<file path="src/phb_pkg.sv">
package phb_pkg;
  // apb register map, byte addresses
  localparam int ADDR_W = 8;
  localparam logic [7:0] OFS_CTRL = 8'h00;
  localparam logic [7:0] OFS_STAT = 8'h04;
  localparam logic [7:0] OFS_IADDR = 8'h08;
  localparam logic [7:0] OFS_ICMD = 8'h0C;
  localparam logic [7:0] OFS_WDLO = 8'h10;
  localparam logic [7:0] OFS_WDHI = 8'h14;
  localparam logic [7:0] OFS_TCNT = 8'h18;
  localparam logic [7:0] OFS_RDATA = 8'h1C;
  localparam logic [7:0] OFS_LIMIT = 8'h9C;

  // reset values
  localparam logic [31:0] LIMIT_RST = 32'h0000_0000;

  // control fields
  localparam int CTRL_TGT_EN = 0;
  localparam int CTRL_M66 = 1;

  // initiator command fields
  localparam int ICMD_CMD_LSB = 0;
  localparam int ICMD_CNT_LSB = 4;
  localparam int ICMD_WIDE = 9;
  localparam int ICMD_START = 31;

  // status fields
  localparam int STAT_BUSY = 0;
  localparam int STAT_ABORT = 1;
  localparam int STAT_CLAIMED = 2;
  localparam int STAT_FIFO_EMPTY = 3;
  localparam int STAT_FIFO_FULL = 4;
  localparam int STAT_GNT_LSB = 8;

  // bus commands claimed by the target
  localparam logic [3:0] CMD_MEM_RD = 4'h6;
  localparam logic [3:0] CMD_MEM_WR = 4'h7;
  localparam logic [3:0] CMD_MEM_RD_MUL = 4'hC;
  localparam logic [3:0] CMD_MEM_RD_LINE = 4'hE;
  localparam logic [3:0] CMD_MEM_WR_INV = 4'hF;

  // arbiter
  localparam int NUM_GNT = 7;
  localparam int GNT66 = 3;

  // fifo
  localparam int FIFO_DEPTH = 16;

  // timing
  localparam int CLK_NS = 50;
  localparam int ABORT_NS = 250;
  localparam int ABORT_CYC = (ABORT_NS / CLK_NS < 1) ? 1 : ABORT_NS / CLK_NS;

  typedef enum logic [1:0] {T_IDLE, T_CLAIM, T_TURN} phb_tgt_t;
  typedef enum logic [1:0] {I_IDLE, I_ADDR, I_DATA, I_TURN} phb_ini_t;
endpackage

</file>
<file path="src/phb_bridge.sv">
// Design decision made here: the APB interface to the registers.
`timescale 1ns/1ps

module phb_fifo #(
  parameter int WIDTH = 64,
  parameter int DEPTH = 16
) (
  // clock and reset
  input wire logic core_clk,
  input wire logic sys_rst,
  // fill side
  input wire logic in_valid,
  output logic in_ready,
  input wire logic [WIDTH-1:0] in_data,
  // drain side
  output logic out_valid,
  input wire logic out_ready,
  output logic [WIDTH-1:0] out_data
);
  localparam int AW = $clog2(DEPTH);
  typedef struct packed {
    logic [AW-1:0] wp;
    logic [AW-1:0] rp;
    logic [AW:0] cnt;
  } phb_fifo_state_t;

  phb_fifo_state_t f_q;
  phb_fifo_state_t f_d;
  logic [WIDTH-1:0] mem [DEPTH];
  logic push;
  logic pop;

  assign in_ready = (f_q.cnt != (AW+1)'(DEPTH));
  assign out_valid = (f_q.cnt != '0);
  assign out_data = mem[f_q.rp];
  assign push = in_valid & in_ready;
  assign pop = out_valid & out_ready;

  always_comb begin
    f_d = f_q;
    if (push) begin
      f_d.wp = f_q.wp + 1'b1;
    end
    if (pop) begin
      f_d.rp = f_q.rp + 1'b1;
    end
    if (push && !pop) begin
      f_d.cnt = f_q.cnt + 1'b1;
    end else if (pop && !push) begin
      f_d.cnt = f_q.cnt - 1'b1;
    end
    if (sys_rst) begin
      f_d = '0;
    end
  end

  always_ff @(posedge core_clk) begin
    f_q <= f_d;
    if (push) begin
      mem[f_q.wp] <= in_data;
    end
  end
endmodule

// How it works
// - memory cycles below the region limit are claimed with device select.
// - only memory commands are claimed, never i/o, configuration or others.
// - our forwarded cycles sample device select to see if a target claimed.
// - as initiator we assert cycle frame to open each transaction.
// - the target watches frame for the start and length of foreign cycles.
// - grants change on the rising edge; a granted master waits for idle bus.
// - in 66 MHz mode only the three lowest grants are ever given.
// - grants are always driven and all go high when nobody owns the bus.
// - at most one grant is active, naming the channel that owns the bus.
// - initiator ready is driven only with write data or room for read data.
// - in claimed cycles the target samples initiator ready per data phase.
// - parity makes low 32 data bits, low four command bits and parity even.
// - parity is generated but received parity is never checked or reported.
// - upper parity covers upper 32 data bits and upper four byte enables.
// - words move only on both readies low; address is on frame's first clock.
module phb_bridge #(
  parameter int N_GNT = phb_pkg::NUM_GNT,
  parameter int DEPTH = phb_pkg::FIFO_DEPTH
) (
  // clock and reset
  input wire logic core_clk,
  input wire logic sys_rst,
  // apb slave
  input wire logic psel,
  input wire logic penable,
  input wire logic pwrite,
  input wire logic [phb_pkg::ADDR_W-1:0] paddr,
  input wire logic [31:0] pwdata,
  output logic [31:0] prdata,
  output logic pready,
  output logic pslverr,
  // bus control pins
  input wire logic frame_n_in,
  output logic frame_n_out,
  output logic frame_oe,
  input wire logic irdy_n_in,
  output logic irdy_n_out,
  output logic irdy_oe,
  input wire logic devsel_n_in,
  output logic devsel_n_out,
  output logic devsel_oe,
  input wire logic trdy_n_in,
  // address, data, command and parity pins
  input wire logic [63:0] ad_in,
  output logic [63:0] ad_out,
  output logic [1:0] ad_oe,
  input wire logic [7:0] cbe_n_in,
  output logic [7:0] cbe_n_out,
  output logic [1:0] cbe_oe,
  output logic par_out,
  output logic par_oe,
  output logic par64_out,
  output logic par64_oe,
  // arbiter
  input wire logic [N_GNT-1:0] req_n,
  output logic [N_GNT-1:0] gnt_n
);
  localparam int RW = $clog2(N_GNT);
  localparam logic [N_GNT-1:0] M66_MASK = N_GNT'((1 << phb_pkg::GNT66) - 1);

  typedef struct packed {
    logic tgt_en;
    logic m66;
    logic [31:0] limit;
    logic [31:0] iaddr;
    logic [3:0] icmd;
    logic [4:0] icount;
    logic iwide;
    logic start;
    logic [31:0] wd_hi;
    logic [31:0] rdata;
    logic [15:0] tcnt;
    logic abort;
    logic claimed;
    logic [31:0] prdata;
    logic pready;
    logic pslverr;
    phb_pkg::phb_tgt_t tst;
    phb_pkg::phb_ini_t ist;
    logic [4:0] remain;
    logic [2:0] wait_cnt;
    logic dev_ok;
    logic frame_prev;
    logic [N_GNT-1:0] gnt_n;
    logic [RW-1:0] rr;
    logic frame_n;
    logic frame_oe;
    logic irdy_n;
    logic irdy_oe;
    logic devsel_n;
    logic devsel_oe;
    logic [63:0] ad;
    logic [1:0] ad_oe;
    logic [7:0] cbe_n;
    logic [1:0] cbe_oe;
    logic par;
    logic par_oe;
    logic par64;
    logic par64_oe;
  } phb_state_t;

  phb_state_t s_q;
  phb_state_t s_d;
  logic fifo_push;
  logic fifo_ready;
  logic fifo_valid;
  logic fifo_pop;
  logic [63:0] fifo_data;
  logic tgt_start;
  logic tgt_mem;
  logic [N_GNT-1:0] reqs;

  phb_fifo #(.WIDTH(64), .DEPTH(DEPTH)) u_wfifo (
    .core_clk(core_clk),
    .sys_rst(sys_rst),
    .in_valid(fifo_push),
    .in_ready(fifo_ready),
    .in_data({s_q.wd_hi, pwdata}),
    .out_valid(fifo_valid),
    .out_ready(fifo_pop),
    .out_data(fifo_data)
  );

  assign tgt_start = s_q.frame_prev & ~frame_n_in;
  assign tgt_mem = (cbe_n_in[3:0] == phb_pkg::CMD_MEM_RD) ||
    (cbe_n_in[3:0] == phb_pkg::CMD_MEM_WR) ||
    (cbe_n_in[3:0] == phb_pkg::CMD_MEM_RD_MUL) ||
    (cbe_n_in[3:0] == phb_pkg::CMD_MEM_RD_LINE) ||
    (cbe_n_in[3:0] == phb_pkg::CMD_MEM_WR_INV);
  assign reqs = ~req_n & (s_q.m66 ? M66_MASK : '1);

  always_comb begin
    int k;
    logic found;
    logic [4:0] left;
    k = 0;
    found = 1'b0;
    left = '0;
    s_d = s_q;
    fifo_push = 1'b0;
    fifo_pop = 1'b0;
    s_d.pready = 1'b0;
    s_d.pslverr = 1'b0;
    s_d.frame_prev = frame_n_in;

    // apb access, one wait state, fifo full stalls the data write
    if (psel && penable && !s_q.pready) begin
      s_d.pready = 1'b1;
      s_d.prdata = '0;
      case (paddr)
        phb_pkg::OFS_CTRL: begin
          if (pwrite) begin
            s_d.tgt_en = pwdata[phb_pkg::CTRL_TGT_EN];
            s_d.m66 = pwdata[phb_pkg::CTRL_M66];
          end
          s_d.prdata[phb_pkg::CTRL_TGT_EN] = s_q.tgt_en;
          s_d.prdata[phb_pkg::CTRL_M66] = s_q.m66;
        end
        phb_pkg::OFS_STAT: begin
          if (pwrite) begin
            s_d.abort = s_q.abort & ~pwdata[phb_pkg::STAT_ABORT];
            s_d.claimed = s_q.claimed & ~pwdata[phb_pkg::STAT_CLAIMED];
          end
          s_d.prdata[phb_pkg::STAT_BUSY] =
            s_q.start | (s_q.ist != phb_pkg::I_IDLE);
          s_d.prdata[phb_pkg::STAT_ABORT] = s_q.abort;
          s_d.prdata[phb_pkg::STAT_CLAIMED] = s_q.claimed;
          s_d.prdata[phb_pkg::STAT_FIFO_EMPTY] = ~fifo_valid;
          s_d.prdata[phb_pkg::STAT_FIFO_FULL] = ~fifo_ready;
          s_d.prdata[phb_pkg::STAT_GNT_LSB +: N_GNT] = ~s_q.gnt_n;
        end
        phb_pkg::OFS_IADDR: begin
          if (pwrite) begin
            s_d.iaddr = pwdata;
          end
          s_d.prdata = s_q.iaddr;
        end
        phb_pkg::OFS_ICMD: begin
          if (pwrite && pwdata[phb_pkg::ICMD_START] && !s_q.start &&
              s_q.ist == phb_pkg::I_IDLE) begin
            s_d.icmd = pwdata[phb_pkg::ICMD_CMD_LSB +: 4];
            s_d.icount = pwdata[phb_pkg::ICMD_CNT_LSB +: 5];
            s_d.iwide = pwdata[phb_pkg::ICMD_WIDE];
            s_d.start = 1'b1;
          end
          s_d.prdata[phb_pkg::ICMD_CMD_LSB +: 4] = s_q.icmd;
          s_d.prdata[phb_pkg::ICMD_CNT_LSB +: 5] = s_q.icount;
          s_d.prdata[phb_pkg::ICMD_WIDE] = s_q.iwide;
          s_d.prdata[phb_pkg::ICMD_START] = s_q.start;
        end
        phb_pkg::OFS_WDLO: begin
          fifo_push = pwrite;
          s_d.pready = ~pwrite | fifo_ready;
        end
        phb_pkg::OFS_WDHI: begin
          if (pwrite) begin
            s_d.wd_hi = pwdata;
          end
          s_d.prdata = s_q.wd_hi;
        end
        phb_pkg::OFS_TCNT: begin
          if (pwrite) begin
            s_d.tcnt = '0;
          end
          s_d.prdata[15:0] = s_q.tcnt;
        end
        phb_pkg::OFS_RDATA: s_d.prdata = s_q.rdata;
        phb_pkg::OFS_LIMIT: begin
          if (pwrite) begin
            s_d.limit = pwdata;
          end
          s_d.prdata = s_q.limit;
        end
        default: s_d.pslverr = 1'b1;
      endcase
    end

    // arbiter, grants leave on the edge and hold while requested, but all drop while our own cycle is pending or running
    if (s_q.start || s_q.ist != phb_pkg::I_IDLE) begin
      s_d.gnt_n = '1;
    end else if (~s_q.gnt_n != '0) begin
      if ((~s_q.gnt_n & reqs) == '0) begin
        s_d.gnt_n = '1;
      end
    end else begin
      for (int i = 0; i < N_GNT; i++) begin
        k = (int'(s_q.rr) + 1 + i) % N_GNT;
        if (!found && reqs[k]) begin
          found = 1'b1;
          s_d.gnt_n = ~(N_GNT'(1) << k);
          s_d.rr = RW'(k);
        end
      end
    end

    // target: claim memory cycles below the limit
    unique case (s_q.tst)
      phb_pkg::T_IDLE: begin
        if (tgt_start && tgt_mem && s_q.tgt_en &&
            s_q.ist == phb_pkg::I_IDLE && ad_in[31:0] < s_q.limit) begin
          s_d.tst = phb_pkg::T_CLAIM;
          s_d.devsel_n = 1'b0;
          s_d.devsel_oe = 1'b1;
        end
      end
      phb_pkg::T_CLAIM: begin
        if (!irdy_n_in && !trdy_n_in) begin
          s_d.tcnt = s_d.tcnt + 16'h1;
          if (frame_n_in) begin
            s_d.tst = phb_pkg::T_TURN;
            s_d.devsel_n = 1'b1;
          end
        end
      end
      phb_pkg::T_TURN: begin
        s_d.tst = phb_pkg::T_IDLE;
        s_d.devsel_oe = 1'b0;
      end
      default: s_d.tst = phb_pkg::T_IDLE;
    endcase

    // initiator
    unique case (s_q.ist)
      phb_pkg::I_IDLE: begin
        if (s_q.start && frame_n_in && irdy_n_in && s_q.gnt_n == '1 &&
            s_q.tst == phb_pkg::T_IDLE) begin
          s_d.start = 1'b0;
          s_d.ist = phb_pkg::I_ADDR;
          s_d.frame_n = 1'b0;
          s_d.frame_oe = 1'b1;
          s_d.irdy_n = 1'b1;
          s_d.irdy_oe = 1'b1;
          s_d.ad = {32'h0000_0000, s_q.iaddr};
          s_d.ad_oe = 2'b01;
          s_d.cbe_n = {4'hF, s_q.icmd};
          s_d.cbe_oe = {s_q.iwide, 1'b1};
          s_d.remain = (s_q.icount == '0) ? 5'h01 : s_q.icount;
          s_d.wait_cnt = '0;
          s_d.dev_ok = 1'b0;
        end
      end
      phb_pkg::I_ADDR: begin
        s_d.ist = phb_pkg::I_DATA;
        s_d.cbe_n = 8'h00;
        if (s_q.icmd[0]) begin
          s_d.ad_oe = {s_q.iwide, 1'b1};
          if (fifo_valid) begin
            fifo_pop = 1'b1;
            s_d.ad = fifo_data;
            s_d.irdy_n = 1'b0;
            s_d.frame_n = (s_q.remain == 5'h01);
          end
        end else begin
          s_d.ad_oe = 2'b00;
          s_d.irdy_n = 1'b0;
          s_d.frame_n = (s_q.remain == 5'h01);
        end
      end
      phb_pkg::I_DATA: begin
        if (!devsel_n_in) begin
          s_d.dev_ok = 1'b1;
          s_d.claimed = 1'b1;
        end
        if (!s_q.dev_ok && devsel_n_in) begin
          s_d.wait_cnt = s_q.wait_cnt + 3'h1;
          if (s_q.wait_cnt == 3'(phb_pkg::ABORT_CYC - 1)) begin
            s_d.abort = 1'b1;
            s_d.ist = phb_pkg::I_TURN;
            s_d.frame_n = 1'b1;
            s_d.irdy_n = 1'b1;
          end
        end
        if (!s_q.irdy_n && !trdy_n_in && !devsel_n_in) begin
          if (!s_q.icmd[0]) begin
            s_d.rdata = ad_in[31:0];
          end
          left = s_q.remain - 5'h01;
          s_d.remain = left;
          if (left == '0) begin
            s_d.ist = phb_pkg::I_TURN;
            s_d.irdy_n = 1'b1;
            s_d.frame_n = 1'b1;
          end else if (s_q.icmd[0]) begin
            s_d.irdy_n = ~fifo_valid;
            if (fifo_valid) begin
              fifo_pop = 1'b1;
              s_d.ad = fifo_data;
              s_d.frame_n = (left == 5'h01);
            end
          end else begin
            s_d.frame_n = (left == 5'h01);
          end
        end else if (s_q.irdy_n && s_q.icmd[0] && fifo_valid &&
                     s_d.ist == phb_pkg::I_DATA) begin
          fifo_pop = 1'b1;
          s_d.ad = fifo_data;
          s_d.irdy_n = 1'b0;
          s_d.frame_n = (s_q.remain == 5'h01);
        end
      end
      phb_pkg::I_TURN: begin
        s_d.ist = phb_pkg::I_IDLE;
        s_d.frame_oe = 1'b0;
        s_d.irdy_oe = 1'b0;
        s_d.ad_oe = 2'b00;
        s_d.cbe_oe = 2'b00;
      end
    endcase

    // parity one clock behind what it covers; received parity ignored
    s_d.par = ^{s_q.ad[31:0], s_q.cbe_n[3:0]};
    s_d.par_oe = s_q.ad_oe[0];
    s_d.par64 = ^{s_q.ad[63:32], s_q.cbe_n[7:4]};
    s_d.par64_oe = s_q.ad_oe[1];

    if (sys_rst) begin
      s_d = '0;
      s_d.limit = phb_pkg::LIMIT_RST;
      s_d.gnt_n = '1;
      s_d.frame_n = 1'b1;
      s_d.irdy_n = 1'b1;
      s_d.devsel_n = 1'b1;
      s_d.cbe_n = '1;
      s_d.frame_prev = 1'b1;
    end
  end

  always_ff @(posedge core_clk) begin
    s_q <= s_d;
  end

  assign prdata = s_q.prdata;
  assign pready = s_q.pready;
  assign pslverr = s_q.pslverr;
  assign frame_n_out = s_q.frame_n;
  assign frame_oe = s_q.frame_oe;
  assign irdy_n_out = s_q.irdy_n;
  assign irdy_oe = s_q.irdy_oe;
  assign devsel_n_out = s_q.devsel_n;
  assign devsel_oe = s_q.devsel_oe;
  assign ad_out = s_q.ad;
  assign ad_oe = s_q.ad_oe;
  assign cbe_n_out = s_q.cbe_n;
  assign cbe_oe = s_q.cbe_oe;
  assign par_out = s_q.par;
  assign par_oe = s_q.par_oe;
  assign par64_out = s_q.par64;
  assign par64_oe = s_q.par64_oe;
  assign gnt_n = s_q.gnt_n;

  chk_gnt_onehot: assert property (
    @(posedge core_clk) disable iff (sys_rst)
    $onehot0(~gnt_n)) else $error("two grants active");
  chk_gnt_m66_mask: assert property (
    @(posedge core_clk) disable iff (sys_rst)
    s_q.m66 |=> &gnt_n[N_GNT-1:phb_pkg::GNT66])
    else $error("upper grant given in 66 mode");
  chk_gnt_release: assert property (
    @(posedge core_clk) disable iff (sys_rst)
    (~gnt_n != '0) && ((~gnt_n & reqs) == '0) |=> gnt_n == '1)
    else $error("grant kept without request");
  chk_devsel_claim: assert property (
    @(posedge core_clk) disable iff (sys_rst)
    s_q.tst == phb_pkg::T_IDLE && tgt_start && tgt_mem && s_q.tgt_en &&
    s_q.ist == phb_pkg::I_IDLE && ad_in[31:0] < s_q.limit
    |=> !devsel_n_out && devsel_oe) else $error("memory cycle not claimed");
  chk_no_io_claim: assert property (
    @(posedge core_clk) disable iff (sys_rst)
    s_q.tst == phb_pkg::T_IDLE && !tgt_mem |=> devsel_n_out)
    else $error("non memory cycle claimed");
  chk_par_even: assert property (
    @(posedge core_clk) disable iff (sys_rst)
    ad_oe[0] |=> par_oe && !(par_out ^ (^$past(s_q.ad[31:0])) ^
    (^$past(s_q.cbe_n[3:0])))) else $error("low parity wrong");
  chk_par64_even: assert property (
    @(posedge core_clk) disable iff (sys_rst)
    ad_oe[1] |=> par64_oe && !(par64_out ^ (^$past(s_q.ad[63:32])) ^
    (^$past(s_q.cbe_n[7:4])))) else $error("upper parity wrong");
  chk_frame_start: assert property (
    @(posedge core_clk) disable iff (sys_rst)
    $rose(s_q.ist == phb_pkg::I_ADDR) |-> !frame_n_out && frame_oe && ad_oe[0]
    ##1 s_q.ist == phb_pkg::I_DATA) else $error("frame not opened");
  chk_irdy_write: assert property (
    @(posedge core_clk) disable iff (sys_rst)
    s_q.ist == phb_pkg::I_DATA && !irdy_n_out && s_q.icmd[0] |-> ad_oe[0])
    else $error("ready without write data");
  chk_tcnt_count: assert property (
    @(posedge core_clk) disable iff (sys_rst)
    s_q.tst == phb_pkg::T_CLAIM && !irdy_n_in && !trdy_n_in &&
    !(psel && penable && !pready && paddr == phb_pkg::OFS_TCNT)
    |=> s_q.tcnt == $past(s_q.tcnt) + 16'h1) else $error("phase missed");
  chk_abort_bound: assert property (
    @(posedge core_clk) disable iff (sys_rst)
    (s_q.ist == phb_pkg::I_DATA && !s_q.dev_ok && devsel_n_in)[*5]
    |=> s_q.ist == phb_pkg::I_TURN && s_q.abort)
    else $error("no master abort");
  chk_reset_idle: assert property (
    @(posedge core_clk)
    sys_rst |=> gnt_n == '1 && devsel_n_out && irdy_n_out && !pready)
    else $error("outputs active after reset");
endmodule

</file>
<file path="config.mk">
export PLATFORM = sky130hd
export DESIGN_NAME = phb_bridge
export DESIGN_NICKNAME = d
export VERILOG_FILES = /design/src/phb_pkg.sv /design/src/phb_bridge.sv
export SDC_FILE = /design/constraint.sdc
export NUM_CORES = 2
export LEC_CHECK = 0
export BUFFER_PORTS_ARGS = -buffer_cell sky130_fd_sc_hd__buf_2
export CELL_PAD_IN_SITES_DETAIL_PLACEMENT = 2
export CELL_PAD_IN_SITES_GLOBAL_PLACEMENT = 2
export CORE_MARGIN = 10
export CORE_UTILIZATION = 32
export CTS_CLUSTER_DIAMETER = 150
export CTS_CLUSTER_SIZE = 24
export DETAILED_ROUTE_END_ITERATION = 10
export PLACE_DENSITY_LB_ADDON = 0.1
export SYNTH_ARGS = -nofsm -noshare
export SYNTH_HDL_FRONTEND = slang
export SYNTH_SLANG_ARGS = --single-unit
</file>
<file path="constraint.sdc">
create_clock -name core_clk -period 14.4 [get_ports core_clk]
set_input_delay 0.72 -clock core_clk [delete_from_list [all_inputs] [get_ports core_clk]]
set_output_delay 0.72 -clock core_clk [all_outputs]
set_load 0.05 [all_outputs]
</file>
======== Word-level counts from Yosys, hierarchy flattened ========
Memories as Yosys holds them, arrays and structs flattened. A register that Yosys moved wholly into a read port is not among the register bits.
Index checks and enable logic that the tools add are counted.
storage, ports and cells
  bits in registers ....................... 316
  bits in latches ......................... 0
  RAM bits ................................ 1024
  bits in read-only memories .............. 0
  output and inout bits ................... 127
  memories ................................ 1
memory list
  memory       words  bits a word  rd ports  clocked after memory_dff  wr ports  RTL line          text
  u_wfifo.mem  16     64           1         1                         1         phb_bridge.sv:29  logic [WIDTH-1:0] mem [DEPTH];
cells by class
  $add $sub $neg .......................... 14
  $mul .................................... 0
  div/mod/pow operators ................... 7
  $lt $le $gt $ge ......................... 8
  eq/ne operators ......................... 35
  shift operators ......................... 7
  muxes and demuxes ....................... 143
  bitwise gates (word level) .............. 28
  reductions and logical operators ........ 91
operator list
  cell                   count
  $mux 64                5
  $lt 32x5->1 const B    7
  $mod 32x4->32 const B  7
  $shl 1x32->7 const A   7
  $pmux 64 s3            1
  $mux 76                1
  $reduce_xor 36->1      2
  $mux 1                 70
  $mux 10                7
  $add 32x3->32 const B  2
  $add 32x4->32 const B  2
  $mux 16                4
  $mux 32                2
  $not 7->7              9
  $pmux 15 s4            1
  $mux 52                1
  $reduce_and 3->1       12
  $mux 33                1
  $add 32x2->32 const B  1
  $eq 8x5->1 const B     4
  $lt 32x32->1           1
  $pmux 5 s6             1
  $logic_and 1x1->1      28
  $mux 7                 4
  other kinds (58)       153

======== Depth between registers and ports, before layout ========
  depth after elaboration ................. 37
  gate-level depth with buffers ........... 33
  depth with buffers taken out ............ 27

======== By module ========
From an unflattened synthesis, not the netlist that was laid out.
second synthesis, totals
  cell total of the unflattened synthesis .. 4160
  area total of the unflattened synthesis .. 58238.4 µm²
by module, submodules not included
  module      times used  cells each  area each (µm²)  sequential area each (µm²)
  phb_fifo    1           1673        39155.1          31089.8
  phb_bridge  1           2487        19083.3          5965.7

======== Worst setup path after synthesis ========
Ideal clock, no wire load.
  kind .................................... input-to-reg
  start point ............................. input port paddr[7] in the netlist's numbering
  end point ............................... memory u_wfifo.mem[3][0] (enable)
  library setup time ...................... 565 ps
  data arrival time ....................... 6801 ps
  data required time ...................... 13835 ps
  setup slack ............................. 7034 ps
  stages on the path ...................... 8
  cells stage by stage .................... clkbuf_1 > or3_1 > or3b_2 > nor2_1 > and3_1 > clkbuf_1 > nand2_1 > nor3_1
on the way
  word-level cells in the longest chain between the ends .. 6
RTL lines
  item                          RTL line           text
  start: declaration            phb_bridge.sv:92   input wire logic [phb_pkg::ADDR_W-1:0] paddr,
  $eq 8x5->1                    phb_bridge.sv:215  case (paddr)
  $mux 1                        phb_bridge.sv:215
  $mux 1                        phb_bridge.sv:212  if (psel && penable && !s_q.pready) begin
  $and 1x1->1                   phb_bridge.sv:36   assign push = in_valid & in_ready;
  net u_wfifo.push              phb_bridge.sv:30   logic push;
  $mux 1                        phb_bridge.sv:59   if (push) begin
  $mux 1 (not written as such)  phb_bridge.sv:60   mem[f_q.wp] <= in_data;
  end: declaration              phb_bridge.sv:29
The timed path passes the listed nets, and every way through them passes these cells.

======== Worst setup path in the final report ========
  start point ............................. register s_q[86] in the netlist's numbering
  end point ............................... register s_q, in the netlist gnt_n[2]
on the way
  word-level cells in the longest chain between the ends .. 37
  elaborated cells between the ends (all ways) .. 89
  those cells by class .................... add/sub: 7; div: 7; shift: 7; mux: 47; bitwise: 7; reduce/logical: 14
RTL lines
  item                                                    RTL line           text
  start: declaration                                      phb_bridge.sv:167  phb_state_t s_q;
  start signal: assignment                                phb_bridge.sv:434  s_q <= s_d;
  $add 3x1->4 *                                           phb_bridge.sv:292  k = (int'(s_q.rr) + 1 + i) % N_GNT;
  branches (longest 36 deep; another with $add 32x2->32)  n/a
Mark *: on every way between the ends. The select of a mux whose other input is x is not followed.
A chain may end at the register's enable or synchronous reset.

==> qor.txt <==
critical path's largest stage delay: 0.62 ns
syn nets: 4419
largest net degree at the start of global routing: 141
Routed WL: 211000 um
post-CTS setup buffers: 0
Setup violations, final: 0
EDFF count, synth: 1024
final hold vios: 0
number of different library cells in the post-synthesis netlist: 109
met1 Use GR: 27.3%
placer's final routability congestion estimate: 0.772
Synth Register Bits: 1339
unrepaired setup endpoints after global routing: false
Max Fclk: 0.112 GHz
Worst Reg2Reg Path Length in Cells: 28
Worst R2R Start: s_q[86]
IO buf count: 218
post-route setup TNS: 0 ns
Peak VDD IR: 0.0688 mV
vias per cell: 5.42
syn avg cell area: 14.1 um2
drt drc: 0
clk slew on worst S/H paths: 0.11 ns
first-pass GRT wire length: 302000 um
slowest library cell on the worst path: ha_1
gr ovfl total: 0
num rows: 157
WL/cell: 31.2 um
R2R setup slack: 5.48 ns
part of the cycle the worst path needs: 61.9%
Clock Latency Late Sink: 0.72 ns
LEAKAGE: 0.0211 uW
met3 Usage GRT: 2.81%
Std-Cell Core Area: 183000 um2
register area share after synthesis: 62.7%
Most Crowded Layer GR: met2
area of the multi-input gates: 19900 um2
post-CTS sizing: 0
CP Buf/Inv Count: 6
clk buf depth: 3
max_cap viols: 0
design area: 64400 um2
commonest non-fill, non-tap cell in the layout: edfxtp_1
largest fanout on the critical path: 25
initial antenna violation count: 11
TritonRoute pass-1 iters: 5
DIE WIDTH: 450 um
Critical Path Most Common Cell: ha_1
Crit. End Element: register
die height: 450 um
Rel. slew slack: 10.2%
most frequent cells in the layout: edfxtp_1 (1024), nand2_1 (439), mux4_2 (321)
Syn Std Cell Area: 59100 um2
WHS Path Cells: 3
final antenna-violating net count: 0
CTS Buf Count: 66
Die Area: 202000 um2
status: finished clean
Req. time, crit path: 14.95 ns
Slew @ Worst Pin: 1.34 ns
pwr dens: 127 nW/um2
CTS tree: yes
async set-reset flop share out of synthesis: 0%
I/O Pins: 255
Ys Warns: 0
Post-Syn Instances: 4207
M2 GR Usage: 34.2%
sink of the worst hold path: s_q[172]
Iteration-0 DRC Markers: 2735
CTS root buffer: clkbuf_16
FILL cells: 18800
Area Overhead vs Synth: 8.85%
Critical R2R Capture: gnt_n[2]
register cell area after layout: 37100 um2
main flop type after synthesis: edfxtp_1
total track usage: 20.3%
vias in the first global route: 39100
crit path DAT: 9.47 ns
total clock sinks: 1339
Layout Nets: 4436
hold wc startpoint: ad_in[10]
Post-Route Skew: 0.0527 ns
CP top delay family: simple AND/OR/NAND/NOR gates
hpwl dp: 133000 um
hold bufs inserted after CTS: 0
CTS H-tree lvls: 3
crit path from: s_q[86]
CP Launch Type: register
DP Area: 62400 um2
share of cells above drive strength 1: 18.6%
CP Class: register to register
worst min path class: input pin to register
Initial Util: 32.2%
fin crit period: 8.92 ns
Max Slew Vio Count: 0
routed vias: 36500
==> Yosys cell counts, types with 76 or more instances <==
master | number | area, um2
a21oi_1 | 293 | 1470
edfxtp_1 | 1024 | 30700
ha_1 | 82 | 1030
dfxtp_1 | 315 | 6310
nor2_1 | 266 | 998
buf_4 | 125 | 938
inv_1 | 140 | 526
clkbuf_1 | 180 | 676
mux4_2 | 321 | 7230
nand2_1 | 441 | 1660
mux2i_1 | 76 | 761
xnor2_1 | 93 | 815
==> registers in the layout, summed over array words and instances, names as in the netlist, named ones only <==
signal        count
s_q             176
cbe_n_out         5
devsel_oe         1
par_out           1
frame_n_out       1
devsel_n_out      1
prdata           32
par64_out         1
u_wfifo.f_q      13
u_wfifo.mem    1024
ad_out           64
gnt_n             7
par_oe            1
pready            1
par64_oe          1
pslverr           1
cbe_oe            2
irdy_n_out        1
ad_oe             2
==> cell type report <==
| cell class | count | share of cell area [%] |
|---|---|---|
| Multi-Input combinational cell | 2362 | 30.8 |
| Timing Repair Buffer | 307 | 2.81 |
| Clock inverter | 6 | 0.159 |
| Sequential cell | 1339 | 57.6 |
| Clock buffer | 115 | 2.92 |
| Inverter | 148 | 0.875 |
| Tap cell | 2464 | 4.79 |
| Antenna cell | 2 | 0.00778 |
==> kinds of logic after synthesis <==
logic type / Yosys count / share of synthesized area, %
compound gates: 729 / 8.11
simple gates: 1022 / 7.84
buf+inv: 506 / 4.08
xor+xnor: 123 / 1.86
flops: 1339 / 62.7
fa+ha+maj: 84 / 1.80
mux: 404 / 13.6
==> how the worst max path moves through the flow <==
| stage | endpoint | cells after the start | slack (ns) |
|---|---|---|---|
| detailed placement | gnt_n[2] | 27 | 5.52 |
| finish | gnt_n[2] | 28 | 5.48 |
| global placement | gnt_n[2] | 27 | 5.59 |
| global route | gnt_n[2] | 28 | 4.82 |
| floorplan | u_wfifo.mem[3][0] | 8 | 7.03 |
| CTS | gnt_n[2] | 27 | 5.48 |
==> report_power, final <==
part | internal (uW) | switching, uW | total (uW)
clock | 915 | 1310 | 2230
combinational | 595 | 1240 | 1840
sequential | 4130 | 10.7 | 4140
total | 5640 | 2560 | 8200
==> metrics by stage <==
| stage | hold slack [ns] | std cells | util (%) | setup slack (ns) | power, uW |
|---|---|---|---|---|---|
| final | 0.246 | 6743 | 35.1 | 5.48 | 8200 |
| after global routing | 0.220 | 6742 | 35.1 | 4.82 | 8600 |
| after CTS | 0.195 | 6741 | 35.1 | 5.48 | 8290 |
| after detailed placement | 0.451 | 6620 | 34.0 | 5.52 | 6060 |
| after global placement | 0.442 | 6620 | 34.0 | 5.59 | 6060 |
| after floorplan | 0.436 | 4207 | - | 7.03 | 5480 |
==> per-layer routing <==
metal / share of wire (%) / vias up
met5: 0 / -
met4: 3.1 / 0
li1: - / 15900
met2: 48 / 779
met3: 4.0 / 221
met1: 44 / 19600
==> worst min-delay path: cells and delay by family <==
family	cells	cell delay, ns
AO/OA/AOI/OAI	1	0.05
buffers and inverters	1	0.11
AND/OR/NAND/NOR	1	0.05
Note: power is estimated with default switching activity, not from simulation.
